==> src/rtl/wpr_params.svh <==
// Constants for the wireless power packet receiver
`ifndef WPR_PARAMS_SVH
`define WPR_PARAMS_SVH

`define WPR_CLK_MHZ 250
`define WPR_HALF_MIN_US 200
`define WPR_HALF_MAX_US 300
`define WPR_FULL_MIN_US 400
`define WPR_FULL_MAX_US 600
`define WPR_TIMEOUT_US 800
`define WPR_CNT_W 18
`define WPR_CNT_MAX 18'h3FFFF

`define WPR_PRE_MIN 11
`define WPR_PRE_MAX 25
`define WPR_ONES_W 5

`define WPR_FRAME_BITS 4'hB
`define WPR_BIT_CNT_W 4
`define WPR_POS_START 0
`define WPR_POS_DATA_LSB 1
`define WPR_POS_DATA_MSB 8
`define WPR_POS_PARITY 9
`define WPR_POS_STOP 10

`define WPR_MAX_BYTES 29
`define WPR_IDX_W 5

`define WPR_HDR_BAND1 8'h20
`define WPR_HDR_BAND2 8'h80
`define WPR_HDR_BAND3 8'hE0
`define WPR_LEN_BASE0 5'h01
`define WPR_LEN_BASE1 5'h02
`define WPR_LEN_BASE2 5'h08
`define WPR_LEN_BASE3 5'h14
`define WPR_LEN_SHIFT1 4
`define WPR_LEN_SHIFT2 3
`define WPR_LEN_SHIFT3 2

`endif

==> src/rtl/wpr_pkg.sv <==
// Types and shared functions of the wireless power packet receiver
package wpr_pkg;
  `include "wpr_params.svh"

  typedef struct packed {
    logic edge_seen;
    logic timeout;
    logic [`WPR_CNT_W-1:0] interval;
  } wpr_edge_t;

  typedef struct packed {
    logic valid;
    logic first;
    logic last;
    logic [7:0] data;
  } wpr_pkt_t;

  typedef enum logic {
    wpr_st_hunt,
    wpr_st_frame
  } wpr_state_t;

  // Message byte count implied by the header
  function automatic logic [`WPR_IDX_W-1:0] wpr_msg_len(input logic [7:0] hdr);
    logic [7:0] off;
    off = 8'h00;
    if (hdr < `WPR_HDR_BAND1)
    begin
      wpr_msg_len = `WPR_LEN_BASE0;
    end
    else if (hdr < `WPR_HDR_BAND2)
    begin
      off = (hdr - `WPR_HDR_BAND1) >> `WPR_LEN_SHIFT1;
      wpr_msg_len = `WPR_LEN_BASE1 + off[`WPR_IDX_W-1:0];
    end
    else if (hdr < `WPR_HDR_BAND3)
    begin
      off = (hdr - `WPR_HDR_BAND2) >> `WPR_LEN_SHIFT2;
      wpr_msg_len = `WPR_LEN_BASE2 + off[`WPR_IDX_W-1:0];
    end
    else
    begin
      off = (hdr - `WPR_HDR_BAND3) >> `WPR_LEN_SHIFT3;
      wpr_msg_len = `WPR_LEN_BASE3 + off[`WPR_IDX_W-1:0];
    end
  endfunction : wpr_msg_len
endpackage : wpr_pkg

==> src/rtl/wpr_packet_receiver.sv <==
// Backchannel bit, byte and packet decoder of the wireless power receiver
// Notes on behaviour
// - preamble of 11 to 25 ONE bits; the first ZERO is the start bit.
// - mid-bit transition decodes ONE; none within the bit decodes ZERO.
// - half-bit spacing 200-300 us, full-bit 400-600 us, else a bit error.
// - a transition at neither point rejects the bit and restarts preamble hunting.
// - each byte is one fixed 11-bit asynchronous frame.
// - decoded bits shift into an assembly register with a running bit count.
// - after 11 bits even parity is checked; only passing frames are bytes.
// - a parity failure abandons the packet and restarts preamble hunting.
// - the first byte is the header; it alone sets the message length.
// - length is fixed at header acceptance; bytes collect until it is reached.
// - after the last byte the checksum is computed and compared.
// - matching packets are released; mismatching ones are discarded entirely.
// - timeout clears bit count, byte buffer, byte index, length and checksum; pkt_buf keeps its bytes.
`timescale 1ns/100ps
`include "wpr_params.svh"
module wpr_packet_receiver
  import wpr_pkg::*;
#(
  parameter logic [`WPR_CNT_W-1:0] HALF_MIN_CYC = `WPR_CNT_W'(`WPR_HALF_MIN_US * `WPR_CLK_MHZ),
  parameter logic [`WPR_CNT_W-1:0] HALF_MAX_CYC = `WPR_CNT_W'(`WPR_HALF_MAX_US * `WPR_CLK_MHZ),
  parameter logic [`WPR_CNT_W-1:0] FULL_MIN_CYC = `WPR_CNT_W'(`WPR_FULL_MIN_US * `WPR_CLK_MHZ),
  parameter logic [`WPR_CNT_W-1:0] FULL_MAX_CYC = `WPR_CNT_W'(`WPR_FULL_MAX_US * `WPR_CLK_MHZ),
  parameter logic [`WPR_CNT_W-1:0] TIMEOUT_CYC = `WPR_CNT_W'(`WPR_TIMEOUT_US * `WPR_CLK_MHZ),
  parameter logic [`WPR_ONES_W-1:0] PRE_MIN = `WPR_ONES_W'(`WPR_PRE_MIN),
  parameter logic [`WPR_ONES_W-1:0] PRE_MAX = `WPR_ONES_W'(`WPR_PRE_MAX)
)
(
  input wire logic ref_clk,
  input wire logic srst,
  input wire logic comm_in,
  output wpr_pkt_t rx_pkt,
  output logic chk_fail,
  output logic byte_err
);

  wpr_edge_t edge_info;
  wpr_state_t state;
  logic half_pend;
  logic next_half_pend;
  logic [`WPR_ONES_W-1:0] ones_cnt;
  logic [`WPR_BIT_CNT_W-1:0] bit_cnt;
  logic [`WPR_FRAME_BITS-1:0] shreg;
  logic [`WPR_IDX_W-1:0] byte_idx;
  logic [`WPR_IDX_W-1:0] exp_last;
  logic [7:0] chk_acc;
  logic [7:0] pkt_buf [`WPR_MAX_BYTES];
  logic rel_active;
  logic [`WPR_IDX_W-1:0] rel_idx;
  logic [`WPR_IDX_W-1:0] rel_last;

  logic is_half;
  logic is_full;
  logic bit_ok;
  logic bit_val;
  logic bit_err;
  logic [`WPR_FRAME_BITS-1:0] frame_word;
  logic [7:0] rx_byte;
  logic byte_done;
  logic byte_good;
  logic pkt_end;
  logic chk_match;
  logic preamble_done;
  logic abort;

  wpr_edge_timer #(
    .TIMEOUT_CYC(TIMEOUT_CYC)
  ) u_edge_timer (
    .ref_clk(ref_clk),
    .srst(srst),
    .comm_in(comm_in),
    .edge_info(edge_info)
  );

  function automatic logic in_window(
    input logic [`WPR_CNT_W-1:0] iv,
    input logic [`WPR_CNT_W-1:0] lo,
    input logic [`WPR_CNT_W-1:0] hi
  );
    in_window = (iv >= lo) && (iv <= hi);
  endfunction : in_window

  assign is_half = in_window(edge_info.interval, HALF_MIN_CYC, HALF_MAX_CYC);
  assign is_full = in_window(edge_info.interval, FULL_MIN_CYC, FULL_MAX_CYC);

  // Bit decode from edge spacing
  always_comb
  begin
    bit_ok = 1'b0;
    bit_val = 1'b0;
    bit_err = 1'b0;
    next_half_pend = half_pend;
    if (edge_info.edge_seen)
    begin
      if (is_half)
      begin
        if (half_pend)
        begin
          bit_ok = 1'b1;
          bit_val = 1'b1;
          next_half_pend = 1'b0;
        end
        else
          next_half_pend = 1'b1;
      end
      else if (is_full)
      begin
        next_half_pend = 1'b0;
        // Hunting resyncs the half-bit phase on a full interval
        if (half_pend && state == wpr_st_frame)
          bit_err = 1'b1;
        else
          bit_ok = 1'b1;
      end
      else
      begin
        bit_err = 1'b1;
        next_half_pend = 1'b0;
      end
    end
  end

  assign frame_word = {bit_val, shreg[`WPR_FRAME_BITS-1:1]};
  assign rx_byte = frame_word[`WPR_POS_DATA_MSB:`WPR_POS_DATA_LSB];
  assign byte_done = (state == wpr_st_frame) && bit_ok
                     && (bit_cnt == `WPR_FRAME_BITS - `WPR_BIT_CNT_W'(1));
  assign byte_good = !frame_word[`WPR_POS_START] && frame_word[`WPR_POS_STOP]
                     && !(^frame_word[`WPR_POS_PARITY:`WPR_POS_DATA_LSB]);
  assign chk_match = (chk_acc == rx_byte);
  assign pkt_end = byte_done && byte_good && (byte_idx != '0) && (byte_idx == exp_last);
  assign preamble_done = (state == wpr_st_hunt) && bit_ok && !bit_val
                         && (ones_cnt >= PRE_MIN) && (ones_cnt <= PRE_MAX);
  assign abort = edge_info.timeout
                 || ((state == wpr_st_frame) && (bit_err || (byte_done && !byte_good)));

  always_ff @(posedge ref_clk)
  begin
    if (srst || abort || pkt_end)
      state <= wpr_st_hunt;
    else if (preamble_done)
      state <= wpr_st_frame;
  end

  always_ff @(posedge ref_clk)
  begin
    if (srst || edge_info.timeout)
      half_pend <= 1'b0;
    else
      half_pend <= next_half_pend;
  end

  // Preamble ONE counter, saturating one past the maximum
  always_ff @(posedge ref_clk)
  begin
    if (srst || edge_info.timeout || state != wpr_st_hunt || bit_err)
      ones_cnt <= '0;
    else if (bit_ok && bit_val)
    begin
      if (ones_cnt <= PRE_MAX)
        ones_cnt <= ones_cnt + `WPR_ONES_W'(1);
    end
    else if (bit_ok)
      ones_cnt <= '0;
  end

  // Frame assembly, LSB first into the top of the shifter
  always_ff @(posedge ref_clk)
  begin
    if (srst || abort || (state == wpr_st_hunt && !preamble_done))
    begin
      bit_cnt <= '0;
      shreg <= '0;
    end
    else if (preamble_done)
    begin
      bit_cnt <= `WPR_BIT_CNT_W'(1);
      shreg <= '0;
    end
    else if (byte_done)
      bit_cnt <= '0;
    else if (bit_ok)
    begin
      shreg <= frame_word;
      bit_cnt <= bit_cnt + `WPR_BIT_CNT_W'(1);
    end
  end

  // Packet length and checksum accumulation
  always_ff @(posedge ref_clk)
  begin
    if (srst || abort || pkt_end || state == wpr_st_hunt)
    begin
      byte_idx <= '0;
      exp_last <= '0;
      chk_acc <= 8'h00;
    end
    else if (byte_done && byte_good)
    begin
      byte_idx <= byte_idx + `WPR_IDX_W'(1);
      chk_acc <= chk_acc ^ rx_byte;
      if (byte_idx == '0)
        exp_last <= wpr_msg_len(rx_byte) + `WPR_IDX_W'(1);
    end
  end

  always_ff @(posedge ref_clk)
  begin
    if (byte_done && byte_good && !pkt_end)
      pkt_buf[byte_idx] <= rx_byte;
  end

  // Release sequencer for checked packets
  always_ff @(posedge ref_clk)
  begin
    if (srst)
    begin
      rel_active <= 1'b0;
      rel_idx <= '0;
      rel_last <= '0;
    end
    else if (pkt_end && chk_match)
    begin
      rel_active <= 1'b1;
      rel_idx <= '0;
      rel_last <= byte_idx - `WPR_IDX_W'(1);
    end
    else if (rel_active)
    begin
      rel_idx <= rel_idx + `WPR_IDX_W'(1);
      if (rel_idx == rel_last)
        rel_active <= 1'b0;
    end
  end

  always_ff @(posedge ref_clk)
  begin
    if (srst)
      rx_pkt <= '0;
    else
    begin
      rx_pkt.valid <= rel_active;
      rx_pkt.first <= rel_active && (rel_idx == '0);
      rx_pkt.last <= rel_active && (rel_idx == rel_last);
      rx_pkt.data <= rel_active ? pkt_buf[rel_idx] : 8'h00;
    end
  end

  always_ff @(posedge ref_clk)
  begin
    if (srst)
    begin
      chk_fail <= 1'b0;
      byte_err <= 1'b0;
    end
    else
    begin
      chk_fail <= pkt_end && !chk_match;
      byte_err <= byte_done && !byte_good && !edge_info.timeout;
    end
  end
endmodule : wpr_packet_receiver

==> src/rtl/wpr_edge_timer.sv <==
// Input synchroniser and edge interval timer
`timescale 1ns/100ps
`include "wpr_params.svh"
module wpr_edge_timer
  import wpr_pkg::*;
#(
  parameter logic [`WPR_CNT_W-1:0] TIMEOUT_CYC = `WPR_CNT_W'(`WPR_TIMEOUT_US * `WPR_CLK_MHZ)
)
(
  input wire logic ref_clk,
  input wire logic srst,
  input wire logic comm_in,
  output wpr_edge_t edge_info
);

  logic [2:0] sync_q;
  logic stable_lvl;
  logic [`WPR_CNT_W-1:0] edge_interval_timer;
  logic edge_now;

  // Change counts once second and third stage agree
  assign edge_now = (sync_q[1] == sync_q[2]) && (sync_q[2] != stable_lvl);

  always_ff @(posedge ref_clk)
  begin
    if (srst)
      sync_q <= 3'h0;
    else
      sync_q <= {sync_q[1:0], comm_in};
  end

  always_ff @(posedge ref_clk)
  begin
    if (srst)
      stable_lvl <= 1'b0;
    else if (edge_now)
      stable_lvl <= sync_q[2];
  end

  // Counts cycles since last edge, saturating
  always_ff @(posedge ref_clk)
  begin
    if (srst)
      edge_interval_timer <= `WPR_CNT_MAX;
    else if (edge_now)
      edge_interval_timer <= `WPR_CNT_W'(1);
    else if (edge_interval_timer != `WPR_CNT_MAX)
      edge_interval_timer <= edge_interval_timer + `WPR_CNT_W'(1);
  end

  always_ff @(posedge ref_clk)
  begin
    if (srst)
      edge_info <= '0;
    else
    begin
      edge_info.edge_seen <= edge_now;
      edge_info.interval <= edge_interval_timer;
      edge_info.timeout <= !edge_now && (edge_interval_timer == TIMEOUT_CYC);
    end
  end
endmodule : wpr_edge_timer

==> config.mk <==
export PLATFORM = sky130hd
export DESIGN_NAME = wpr_packet_receiver
export DESIGN_NICKNAME = d
export VERILOG_FILES = /design/src/rtl/wpr_pkg.sv /design/src/rtl/wpr_packet_receiver.sv /design/src/rtl/wpr_edge_timer.sv
export VERILOG_INCLUDE_DIRS = /design/src /design/src/rtl
export SDC_FILE = /design/constraint.sdc
export NUM_CORES = 1
export LEC_CHECK = 0
export ABC_AREA = 0
export BUFFER_PORTS_ARGS = -buffer_cell sky130_fd_sc_hd__buf_2
export CELL_PAD_IN_SITES_DETAIL_PLACEMENT = 2
export CELL_PAD_IN_SITES_GLOBAL_PLACEMENT = 2
export CORE_ASPECT_RATIO = 2
export CORE_MARGIN = 2
export CORE_UTILIZATION = 40
export DETAILED_ROUTE_END_ITERATION = 7
export PLACE_DENSITY = 0.76
export SETUP_SLACK_MARGIN = 0.15
export SLEW_MARGIN = 20
export SYNTH_ARGS = -nofsm -noshare
export SYNTH_HDL_FRONTEND = slang
export SYNTH_SLANG_ARGS = --single-unit
==> constraint.sdc <==
create_clock -name ref_clk -period 8.25 [get_ports ref_clk]
set_input_delay 1.65 -clock ref_clk [delete_from_list [all_inputs] [get_ports ref_clk]]
set_output_delay 1.65 -clock ref_clk [all_outputs]
set_load 0.05 [all_outputs]
======== After elaboration in Yosys (flattened, before gate mapping) ========
Memory sizes are Yosys's and may differ from the RTL's. A register that Yosys moved wholly into a read port is not among the register bits.
Index checks and enable logic that the tools add are counted.
word-level totals
  register bits ........................... 98
  bits in writable memories ............... 232
  input port bits ......................... 3
  output and inout bits ................... 13
  word-level logic and storage cells ...... 151
  memories kept ........................... 1
cells by class
  $add $sub $neg .......................... 13
  magnitude comparators ................... 9
  eq/ne operators ......................... 9
  muxes and demuxes ....................... 32
  bitwise operators ....................... 4
  reductions and logical operators ........ 59
memory list
  memory   depth  bits a word  rd ports  clocked after Yosys merged registers in  wr ports  line                       source
  pkt_buf  29     8            1         1                                        1         wpr_packet_receiver.sv:48  logic [7:0] pkt_buf [`WPR_MAX_BYTES];
operators with widths
  operator                                                          number
  2-to-1 mux 5 bit                                                  9
  2-to-1 mux 18 bit                                                 2
  logical AND 1 bit                                                 26
  2-to-1 mux 1 bit                                                  21
  adder 5 x 1 -> 5 bit, second input constant                       4
  adder 18 x 1 -> 18 bit, second input constant                     1
  == test 18 bit, second input constant                             1
  >= comparator 18 x 16 -> 1 bit, second input constant             1
  >= comparator 18 x 17 -> 1 bit, second input constant             1
  less-or-equal comparator 18 x 17 -> 1 bit, second input constant  1
  less-or-equal comparator 18 bit, second input constant            1
  != test 18 bit, second input constant                             1
  < comparator 8 bit, second input constant                         2
  == test 5 bit                                                     2
  logical NOT 5 bit                                                 2
  logical NOT 1 bit                                                 9
  logical OR 1 bit                                                  9
  XOR reduction 9 bit                                               1
  == test 8 bit                                                     1
  < comparator 8 x 6 -> 1 bit, second input constant                1
  OR reduction 2 bit                                                4
  subtractor 8 x 6 -> 8 bit, second input constant                  1
  subtractor 8 bit, second input constant                           1
  XOR 8 bit                                                         1
  18 further kinds                                                  23

======== Logic depth before layout (Yosys ltp) ========
Gate-level depths: netlist of the first run.
  depth in word-level cells ............... 16
  gate-level depth with buffers ........... 11
  depth with buffers taken out ............ 10

======== Cells and area by module ========
A second synthesis of the first run with hierarchy kept.
unflattened totals
  cell total of the unflattened synthesis .. 981
  area, all modules ....................... 14143.6 µm²
by module, submodules not included
  module               times used  cells an instance  area an instance (µm²)
  wpr_packet_receiver  1           787                12395.6
  wpr_edge_timer       1           194                1747.9

======== Worst setup path before layout of the first run ========
OpenSTA, ideal clock, no wires.
  path type ............................... register to register
  start ................................... reg shreg[9]
  end ..................................... mem pkt_buf[12][0], enable pin
  library setup time ...................... 370 ps
  arrival ................................. 3339 ps
  required time ........................... 7880 ps
  setup slack ............................. 4540 ps
  cell stages (with the launch flop) ...... 12
  clock period less this slack ............ 3710 ps
  path through ............................ dfxtp_1 clkbuf_1 inv_1 ha_1 xnor2_1 xnor2_1 xnor2_1 or4b_1 clkbuf_1 nor3_2 nand2_1 nor2_1
between the ends
  word-level cells in the longest chain between the ends .. 10
ends and longest elaborated chain
  item                                        line                                                    source
  from (decl)                                 wpr_packet_receiver.sv:44                               logic [`WPR_FRAME_BITS-1:0] shreg;
  from (signal assigned)                      wpr_packet_receiver.sv:184                              shreg <= frame_word;
  XOR reduction 9 bit (*)                     wpr_packet_receiver.sv:129                              && !(^frame_word[`WPR_POS_PARITY:`WPR_POS_DATA_LSB]);
  logical NOT 1 bit (*)                       wpr_packet_receiver.sv:129
  logical AND 1 bit (*)                       wpr_packet_receiver.sv:128                              assign byte_good = !frame_word[`WPR_POS_START] && frame_word[`WPR_POS_STOP]
  logical AND 1 bit (*)                       wpr_packet_receiver.sv:131, wpr_packet_receiver.sv:209
  logical AND 1 bit (2 in a row)              wpr_packet_receiver.sv:131                              assign pkt_end = byte_done && byte_good && (byte_idx != '0) && (byte_idx == exp_last);
  logical NOT 1 bit                           wpr_packet_receiver.sv:209                              if (byte_done && byte_good && !pkt_end)
  logical AND 1 bit (*)                       wpr_packet_receiver.sv:209
  2-to-1 mux 1 bit (*)                        wpr_packet_receiver.sv:209
  2-to-1 mux 1 bit (implied by the code) (*)  wpr_packet_receiver.sv:210                              pkt_buf[byte_idx] <= rx_byte;
  to (decl)                                   wpr_packet_receiver.sv:48
Mark *: on every way between the ends. The rest lies on a longest branch, timed or not.

======== Worst setup path after layout of the first run ========
  start ................................... reg shreg[9]
  end ..................................... mem pkt_buf[8][6], enable pin
The elaborated chain is that of the path after synthesis.

==> flow_summary_export.csv, run 1 <==
group,metric,value,unit
cts,cts_tree,"done",
worst_setup_path,worstPathRequired,8460,ps
cts,clkLatencyLatePin,580,ps
die,fp.dieH,269,um
grt,grt_max_degree,49,
worst_setup_path,crit_path_top_delay_cell,"nor2_1",
die,fp.dieW,137,um
cts,numCtsBuffers,30,
finish,layout-drive-gt1-share,14.8,%
synthesis,synth_edf_count,232,
timing,fin_setup_tns,0,ps
timing,final-hold-violation-count,0,
pwr,total_power,3.69,mW
worst_setup_path,cp_common_cell,"xnor2_1",
routing,wl_per_cell,28.5,um
synthesis,ys_types,65,
cts,cts_max_path_buffers,3,
die,design.core.area,0.0348,mm2
die,rows,97,
placed_design,hpwl,29500,um
timing,rsz0062_at_grt,"false",
grt,antenna_found_initial,0,
grt,grt_pass1_vias,9610,
timing,setup_violations,0,
routing,wl,42000,um
synthesis,synth_common_cells,"edfxtp_1, nor2_1, dfxtp_1, mux2i_1, mux4_2",
timing,finClkSkew,15.3,ps
timing,fmax,0.264,GHz
finish,n_fill_cell,3315,
timing,final.min_clock_period,3780,ps
cts,cts_hold_buffers,0,
finish,n_antenna_cell,0,
cts,cts.sinks,337,
worst_setup_path,path_cells,"inv_1 -> ha_1 -> xnor2_1 -> xnor2_1 -> xnor2_1 -> or4b_1 -> nor3_2 -> nand2_1 -> nor2_1",
worst_setup_path,end_kind,"flop",
synthesis,syn_area,0.0141,mm2
synthesis,yosys.cell_count.top_type,"edfxtp_1",
timing,period_share,45.8,%
synthesis,ys_seq_area_share,64.5,%
synthesis,synthFlopType,"edfxtp_1",
routing,via_per_inst,5.74,
die,die_area,0.0367,mm2
cts,cts_setup_buffers,0,
timing,fin_hold_ws,441,ps
synthesis,synth_top_cell_area_share,49.6,%
routing,detail-route-antenna-nets,0,
synthesis,async_flop_share,0,%
finish,area_growth,10.9,%
die,initial_core_util,40.4,%
synthesis,yosysWarnings,0,
routing,vias,8447,
routing,first_pass_iters,4,
grt,grt_pass1_wl,62900,um
cts,cts_root_buffer,"clkbuf_16",
timing,slew_violations,0,
worst_setup_path,critPathKind,"flop to flop",
worst_setup_path,startpoint_type,"flop",
worst_setup_path,arrival,3990,ps
hold_path,hp-class,"flop to flop",
timing,finalWorstSetupSlack,4470,ps
pwr,power_density,237,mW/mm2
synthesis,synthTopCellsByArea,"edfxtp_1, dfxtp_1, mux4_2",
placed_design,place_congestion,0.831,
synthesis,yosys_register_bits,337,
worst_setup_path,cp_max_fo,8,
cts,path_clk_slew,70,ps
cts,cts_resized,0,
synthesis,synth_fp_nets,1013,
synthesis,synthCells,992,
die,ioPinCount,16,
synthesis,syn_avg_cell_area,14.2,um2
grt,grt_usage,23.5,%
placed_design,port_buffers,15,
flow_run,drv_cap,0,
routing,drtIter0Drc,418,
pwr,vdd_drop_max,0.203,mV
timing,slew_headroom,33.5,%
finish,nNetsFinal,1024,
routing,drc_errors,0,
grt,overflow,0,
pwr,p_leak,4.63,nW
worst_setup_path,critPathMaxStageDelay,770,ps
timing,max_slew.worst_pin.slew,996,ps
synthesis,synth_top_area_cell,"edfxtp_1",
cts,htreeDepth,1,
placed_design,dp_slack,4480,ps
status,status,"completed",
==> sequential cells by signal, indices dropped and copies added (netlist names) <==
register	count
rel_last	5
chk_fail	1
byte_idx	5
shreg	10
u_edge_timer.stable_lvl	1
u_edge_timer.edge_info	20
chk_acc	8
byte_err	1
rx_pkt	11
half_pend	1
rel_active	1
bit_cnt	4
state	1
u_edge_timer.sync_q	3
pkt_buf	232
exp_last	5
ones_cnt	5
rel_idx	5
u_edge_timer.edge_interval_timer	18
==> path summary, 6_finish.rpt <==
| path | start | slack, ps | endpoint | cells past startpoint |
|---|---|---|---|---|
| worst max register to register | shreg[9] | 4470 | pkt_buf[8][6] | 9 |
| worst min-delay path | u_edge_timer.sync_q[0] | 440 | u_edge_timer.sync_q[1] | 1 |
| worst min register to register | u_edge_timer.sync_q[0] | 440 | u_edge_timer.sync_q[1] | 1 |
| worst max-delay path | shreg[9] | 4470 | pkt_buf[8][6] | 9 |
==> per-stage QoR <==
stage                     util (%)  area, um2  cells
after floorplan                  -      14100    992
after global placement        41.9      14600   1416
after detailed placement      41.9      14600   1416
after CTS                     44.7      15600   1472
after global routing          44.7      15600   1472
final                         44.7      15600   1472
==> cell families (layout without fill, tap and decap cells) <==
family	after synthesis	count (layout)	synth area share, %
XOR/XNOR	59	59	3.68
multiplexers	103	103	11.9
adder cells (fa/ha/maj)	18	18	1.60
flip-flops	337	337	64.5
AO/OA/AOI/OAI	124	124	6.30
buffers and inverters	74	109	2.12
AND/OR/NAND/NOR	277	277	9.91
==> placed cells by master, fill, tap and decap left out, drive strengths merged, types with 4 or more instances in the layout <==
| cell type | synthesis | final |
|---|---|---|
| o22ai | 7 | 7 |
| nor2b | 22 | 22 |
| nor4 | 4 | 4 |
| or3 | 5 | 5 |
| nor2 | 108 | 108 |
| clkbuf | 35 | 37 |
| nand3 | 27 | 27 |
| inv | 23 | 35 |
| dfxtp | 105 | 105 |
| xnor2 | 36 | 36 |
| ha | 18 | 18 |
| o21bai | 17 | 17 |
| mux4 | 51 | 51 |
| or2 | 5 | 5 |
| or4 | 4 | 4 |
| a21oi | 30 | 30 |
| edfxtp | 232 | 232 |
| nand4 | 17 | 17 |
| xor2 | 23 | 23 |
| buf | 15 | 29 |
| o221ai | 14 | 14 |
| nand2 | 39 | 39 |
| a211oi | 14 | 14 |
| nor3 | 20 | 20 |
| and3 | 5 | 5 |
| nand3b | 4 | 4 |
| mux2i | 52 | 52 |
| o21ai | 14 | 14 |
| clkinv | 1 | 6 |
==> power breakdown <==
| group | internal (mW) | switching [mW] | leakage [nW] |
|---|---|---|---|
| combinational | 0.139 | 0.209 | 1.54 |
| clock | 0.747 | 0.677 | 0.489 |
| sequential | 1.84 | 0.0803 | 2.59 |
==> final cells by class <==
type                    instances  area (um2)  area share [%]
multi-input cells             581        4690            30.1
repair buffers                 29         180            1.16
clock buffers                  37         840            5.39
clock inverters                19         156            1.00
flip-flops and latches        337        9070            58.2
inverters                      24        90.1           0.578
well taps                     445         557            3.57
==> routing by layer <==
metal / global-route usage, % / vias to the layer above / share of wire, %
met3: 2.71 / 107 / 2.8
met1: 23.4 / 4369 / 33
li1: - / 3768 / -
met2: 46.4 / 203 / 59
met4: 11.0 / 0 / 5.3
met5: 0 / - / 0
==> critical path: cells and delay by family (launching register included) <==
family | cells | cell delay, ps
buffers and inverters | 1 | 80
adders and majority gates | 1 | 290
DFF | 1 | 330
and+or+nand+nor | 4 | 2160
xor gates and xnor gates | 3 | 550
No activity file was read; power rests on OpenSTA's default activity.
==> run 2, diff against run 1 <==
PLACE_DENSITY = 0.79   (was 0.76)
clock period = 3.2 ns   (was 8.25 ns; I/O delays follow)
==> flow_summary_export.csv, run 2 (synthesized netlist as in run 1, its figures left out) <==
group,metric,value,unit
status,status,"completed",
grt,grt_usage,23.9,%
worst_setup_path,rr_worst_depth,11,
hold_path,min_to,"u_edge_timer.sync_q[0]",
cts,cts.sinks,337,
timing,slew_headroom,38.4,%
timing,fmax,0.336,GHz
finish,top_register,"pkt_buf",
finish,layout_common_cells,"edfxtp_1, dfxtp_1, nor2_1",
cts,cts_tree,"done",
finish,n_antenna_cell,0,
finish,nNetsFinal,1047,
pwr,power_density,592,mW/mm2
cts,path_clk_slew,70,ps
pwr,p_leak,4.80,nW
routing,drtIter0Drc,378,
grt,grt.busiest_layer,"met2",
die,fp.dieW,137,um
finish,reg.largest.list,"pkt_buf x232, u_edge_timer.edge_info x20, u_edge_timer.edge_interval_timer x18",
routing,wl,42800,um
cts,clkLatencyLatePin,590,ps
timing,setup_violations,0,
timing,slew_violations,0,
worst_setup_path,rrSetupSlack,220,ps
flow_run,drv_cap,0,
timing,finClkSkew,16.9,ps
pwr,total_power,9.54,mW
timing,rsz0062_at_grt,"true",
placed_design,dpl-instance-area,0.0150,mm2
timing,max_slew.worst_pin.slew,922,ps
worst_setup_path,worstPathRequired,3500,ps
cts,htreeDepth,1,
grt,met2_usage,46.1,%
pwr,vdd_drop_max,0.453,mV
hold_path,hp-class,"input port to flop",
worst_setup_path,path_cells,"inv_1 -> ha_4 -> xnor2_2 -> xnor2_1 -> xnor2_1 -> or4b_4 -> nor3_4 -> buf_12 -> nand2_4 -> nor2_4 -> buf_12",
grt,grtUsageMet1,24.0,%
worst_setup_path,reg2reg_from,"shreg[8]",
die,rows,97,
worst_setup_path,end_kind,"flop",
worst_setup_path,rr_endpoint,"pkt_buf[16][1]",
finish,post-route-cell-area,0.0161,mm2
routing,wl_per_cell,28.6,um
cts,cts_root_buffer,"clkbuf_16",
cts,cts_max_path_buffers,3,
die,ioPinCount,16,
routing,detail-route-antenna-nets,0,
routing,vias,8622,
grt,grt_pass1_wl,63800,um
routing,first_pass_iters,5,
hold_path,hp-start,"comm_in",
die,fp.dieH,269,um
cts,numCtsBuffers,31,
finish,largest_reg_flops,232,
grt,grt_max_degree,43,
grt,antenna_found_initial,0,
finish,final_core_util,46.3,%
hold_path,min_delay_path_depth,2,
placed_design,hpwl,30200,um
die,design.core.area,0.0348,mm2
worst_setup_path,cp_max_fo,8,
worst_setup_path,startpoint_type,"flop",
die,initial_core_util,40.4,%
routing,via_per_inst,5.76,
grt,grt.met3_usage,2.73,%
finish,area_growth,14.6,%
placed_design,place_congestion,0.837,
finish,final_common_cell,"edfxtp_1",
worst_setup_path,crit_path_top_delay_cell,"or4b_4",
grt,grt_pass1_vias,9644,
timing,period_share,93.1,%
placed_design,dp_cells,1435,
worst_setup_path,arrival,3280,ps
die,die_area,0.0367,mm2
worst_setup_path,critPathMaxStageDelay,530,ps
grt,overflow,0,
routing,drc_errors,0,
timing,final-hold-violation-count,0,
timing,final.min_clock_period,2980,ps
finish,finalNonFillerCells,1496,
placed_design,port_buffers,15,
timing,fin_setup_tns,0,ps
worst_setup_path,critPathKind,"flop to flop",
finish,layout-drive-gt1-share,19.7,%
[run 2: changes by cell type in the layout (fill, tap and decap cells not counted), sizes merged]
cell	delta
bufinv	+1
clkbuf	+10
buf	+22
clkinv	+3
clkinvlp	-2
inv	-10
[run 2: how the worst max path moves through the flow]
stage / start / endpoint / slack (ps) / cells after the start
CTS: shreg[8] / exp_last[4] / 150 / 12
finish: shreg[8] / pkt_buf[16][1] / 220 / 11
floorplan: shreg[9] / pkt_buf[12][0] / 90 / 11
detailed placement: shreg[8] / pkt_buf[19][6] / 20 / 9
global placement: shreg[8] / pkt_buf[15][4] / 130 / 9
global route: shreg[9] / exp_last[4] / 110 / 12
[run 2: area by class of cell]
cell class                      instances  area, um2
Clock inverter                         11       88.8
Inverter                               24       92.6
Timing Repair Buffer                   51        415
Tap cell                              445        557
Sequential cell                       337       9080
Multi-Input combinational cell        581       4980
Clock buffer                           47        897
Fill cell                            3228      18700
[run 2: repair_timing]
action,4_1_cts,5_1_grt
hold endpoints to repair,0,0
setup endpoints to repair,225,207
buffers inserted,2,1
resized for setup,1,5
pin swaps,2,3
hold buffers,0,0
[run 2: where the power goes]
group / internal, mW / switching [mW] / total, mW
Clock: 2.02 / 1.67 / 3.69
Combinational: 0.384 / 0.525 / 0.909
Sequential: 4.75 / 0.201 / 4.95
[run 2: critical path: cells and delay by family, from the launching register on]
family / cells / cell delay, ps
XOR/XNOR: 3 / 560
adder cells (fa/ha/maj): 1 / 230
buffers and inverters: 3 / 440
flip-flops: 1 / 350
AND/OR/NAND/NOR: 4 / 1120
[run 2: per-stage QoR]
step | hold WS [ps] | setup slack, ps
3_5_place_dp | 457 | 24.8
5_1_grt | 284 | 114
2_1_floorplan | 414 | 91.3
3_3_place_gp | 423 | 128
4_1_cts | 257 | 151
6_report | 277 | 222
[run 2: layer usage]
metal / share of wire, % / up-vias
met4: 6.4 / 0
li1: - / 3815
met1: 33 / 4477
met2: 58 / 214
met5: 0 / -
met3: 3.0 / 116
==> run 3, diff against run 2 <==
CORE_MARGIN = default   (was 2)
CTS_BUF_LIST = sky130_fd_sc_hd__clkbuf_4 sky130_fd_sc_hd__clkbuf_8   (was default)
==> flow_summary_export.csv, run 3 (synthesized netlist as in run 1, its figures left out) <==
group,metric,value,unit
timing,period_share,93.2,%
pwr,vdd_drop_max,0.450,mV
finish,final_common_cell,"edfxtp_1",
routing,drc_errors,0,
die,fp.dieW,135,um
cts,clkLatencyLatePin,610,ps
die,design.core.area,0.0345,mm2
finish,layout-drive-gt1-share,23.9,%
routing,via_per_inst,5.75,
finish,nNetsFinal,1073,
finish,finalNonFillerCells,1535,
timing,slew_violations,0,
placed_design,port_buffers,15,
die,die_area,0.0359,mm2
timing,max_slew.worst_pin.slew,877,ps
timing,fin_hold_ws,250,ps
grt,grt_pass1_vias,9952,
cts,cts_hold_buffers,0,
cts,cts_tree,"done",
status,status,"completed",
worst_setup_path,critPathKind,"flop to flop",
worst_setup_path,end_kind,"flop",
hold_path,hp-class,"input port to flop",
placed_design,dp_cells,1435,
die,initial_core_util,40.8,%
cts,path_clk_slew,70,ps
timing,setup_violations,0,
worst_setup_path,arrival,3250,ps
timing,final.min_clock_period,2980,ps
cts,cts.sinks,337,
pwr,power_density,598,mW/mm2
worst_setup_path,worstPathRequired,3470,ps
timing,slew_headroom,41.5,%
finish,multiInputGateArea,0.00498,mm2
die,fp.dieH,267,um
cts,numCtsBuffers,49,
pwr,switching_share,25.7,%
grt,grt_usage,25.7,%
grt,antenna_found_initial,1,
pwr,p_leak,4.93,nW
finish,layout_common_cells,"edfxtp_1, dfxtp_1, nor2_1",
flow_run,drv_cap,0,
placed_design,place_congestion,0.844,
timing,fmax,0.335,GHz
pwr,power.switching,2.50,mW
placed_design,dpl-instance-area,0.0151,mm2
routing,detail-route-antenna-nets,0,
grt,overflow,0,
finish,reg.largest.list,"pkt_buf x232, u_edge_timer.edge_info x20, u_edge_timer.edge_interval_timer x18",
pwr,pwr-share-seq,50.9,%
routing,wl,44000,um
finish,top_register,"pkt_buf",
die,rows,96,
pwr,p_comb_share,9.5,%
cts,cts_max_path_buffers,3,
timing,finClkSkew,27.6,ps
finish,largest_reg_flops,232,
routing,first_pass_iters,6,
finish,register_area,0.00908,mm2
cts,htreeDepth,2,
routing,drtIter0Drc,416,
placed_design,hpwl,30400,um
pwr,internal_power,7.23,mW
routing,vias,8820,
finish,area_growth,15.8,%
finish,n_fill_cell,3234,
cts,cts_root_buffer,"clkbuf_8",
worst_setup_path,startpoint_type,"flop",
routing,wl_per_cell,28.7,um
die,ioPinCount,16,
finish,post-route-cell-area,0.0163,mm2
pwr,power_frac_clock,39.6,%
timing,final-hold-violation-count,0,
worst_setup_path,cp_max_fo,8,
grt,grt_pass1_wl,66000,um
timing,fin_setup_tns,0,ps
timing,rsz0062_at_grt,"true",
grt,grt_max_degree,46,
run 3: cell types whose count changed in the layout (fill, tap and decap cells not counted), sizes merged:
cell and change:
buf +8, bufinv +2, clkbuf +28, clkinv +1, clkinvlp +3, diode +2
inv -1
run 3: critical path, cell delays in order (launching register included):
cell and delay, ps:
dfxtp_4 350, inv_1 140, ha_4 230, xnor2_2 140, xnor2_2 160, xnor2_2 240
or4b_4 530, nor3_4 170, buf_12 160, nand2_4 190, nor2_4 300
run 3: final timing paths:
| kind | startpoint | end | slack, ps | cells after the start |
|---|---|---|---|---|
| max | shreg[8] | pkt_buf[7][4] | 220 | 10 |
| min | comm_in | u_edge_timer.sync_q[0] | 250 | 2 |
| max reg2reg | shreg[8] | pkt_buf[7][4] | 220 | 10 |
| min reg2reg | u_edge_timer.sync_q[0] | u_edge_timer.sync_q[1] | 440 | 1 |
run 3: power by group through the flow:
stage               combinational (mW)  clock [mW]  sequential, mW
floorplan                        0.711           0            4.96
global placement                 0.894           0            5.04
detailed placement               0.922           0            5.05
CTS                              0.935        3.95            4.95
global route                      1.02        4.09            4.97
finish                           0.920        3.85            4.95
run 3: cell type report:
cell class	instances	share of cell area, %
Sequential cell	337	55.8
Multi-Input combinational cell	581	30.6
Clock buffer	75	5.69
Tap cell	441	3.39
Timing Repair Buffer	59	2.90
Clock inverter	16	1.01
Inverter	24	0.569
Antenna cell	2	0.0307
run 3: timing repair:
action	CTS	global route
setup buffers	5	2
pin swaps	4	4
gates resized for setup	2	3
setup endpoints to repair	224	148
run 3: stage by stage:
stage | setup WS [ps] | total power [mW] | utilization (%)
floorplan | 91.3 | 5.67 | -
global placement | 117 | 5.93 | 43.7
detailed placement | -95.6 | 5.97 | 43.7
CTS | 168 | 9.84 | 47.1
global route | 150 | 10.1 | 47.2
finish | 217 | 9.73 | 47.2
run 3: layer usage:
metal	vias up	track usage (%)	wire length, um	share of wire (%)
met5	-	0	0	0
met4	0	14.8	2410	5.5
met3	105	3.37	1220	2.8
met2	235	51.0	25800	59
met1	4607	24.5	14500	33
li1	3873	-	-	-
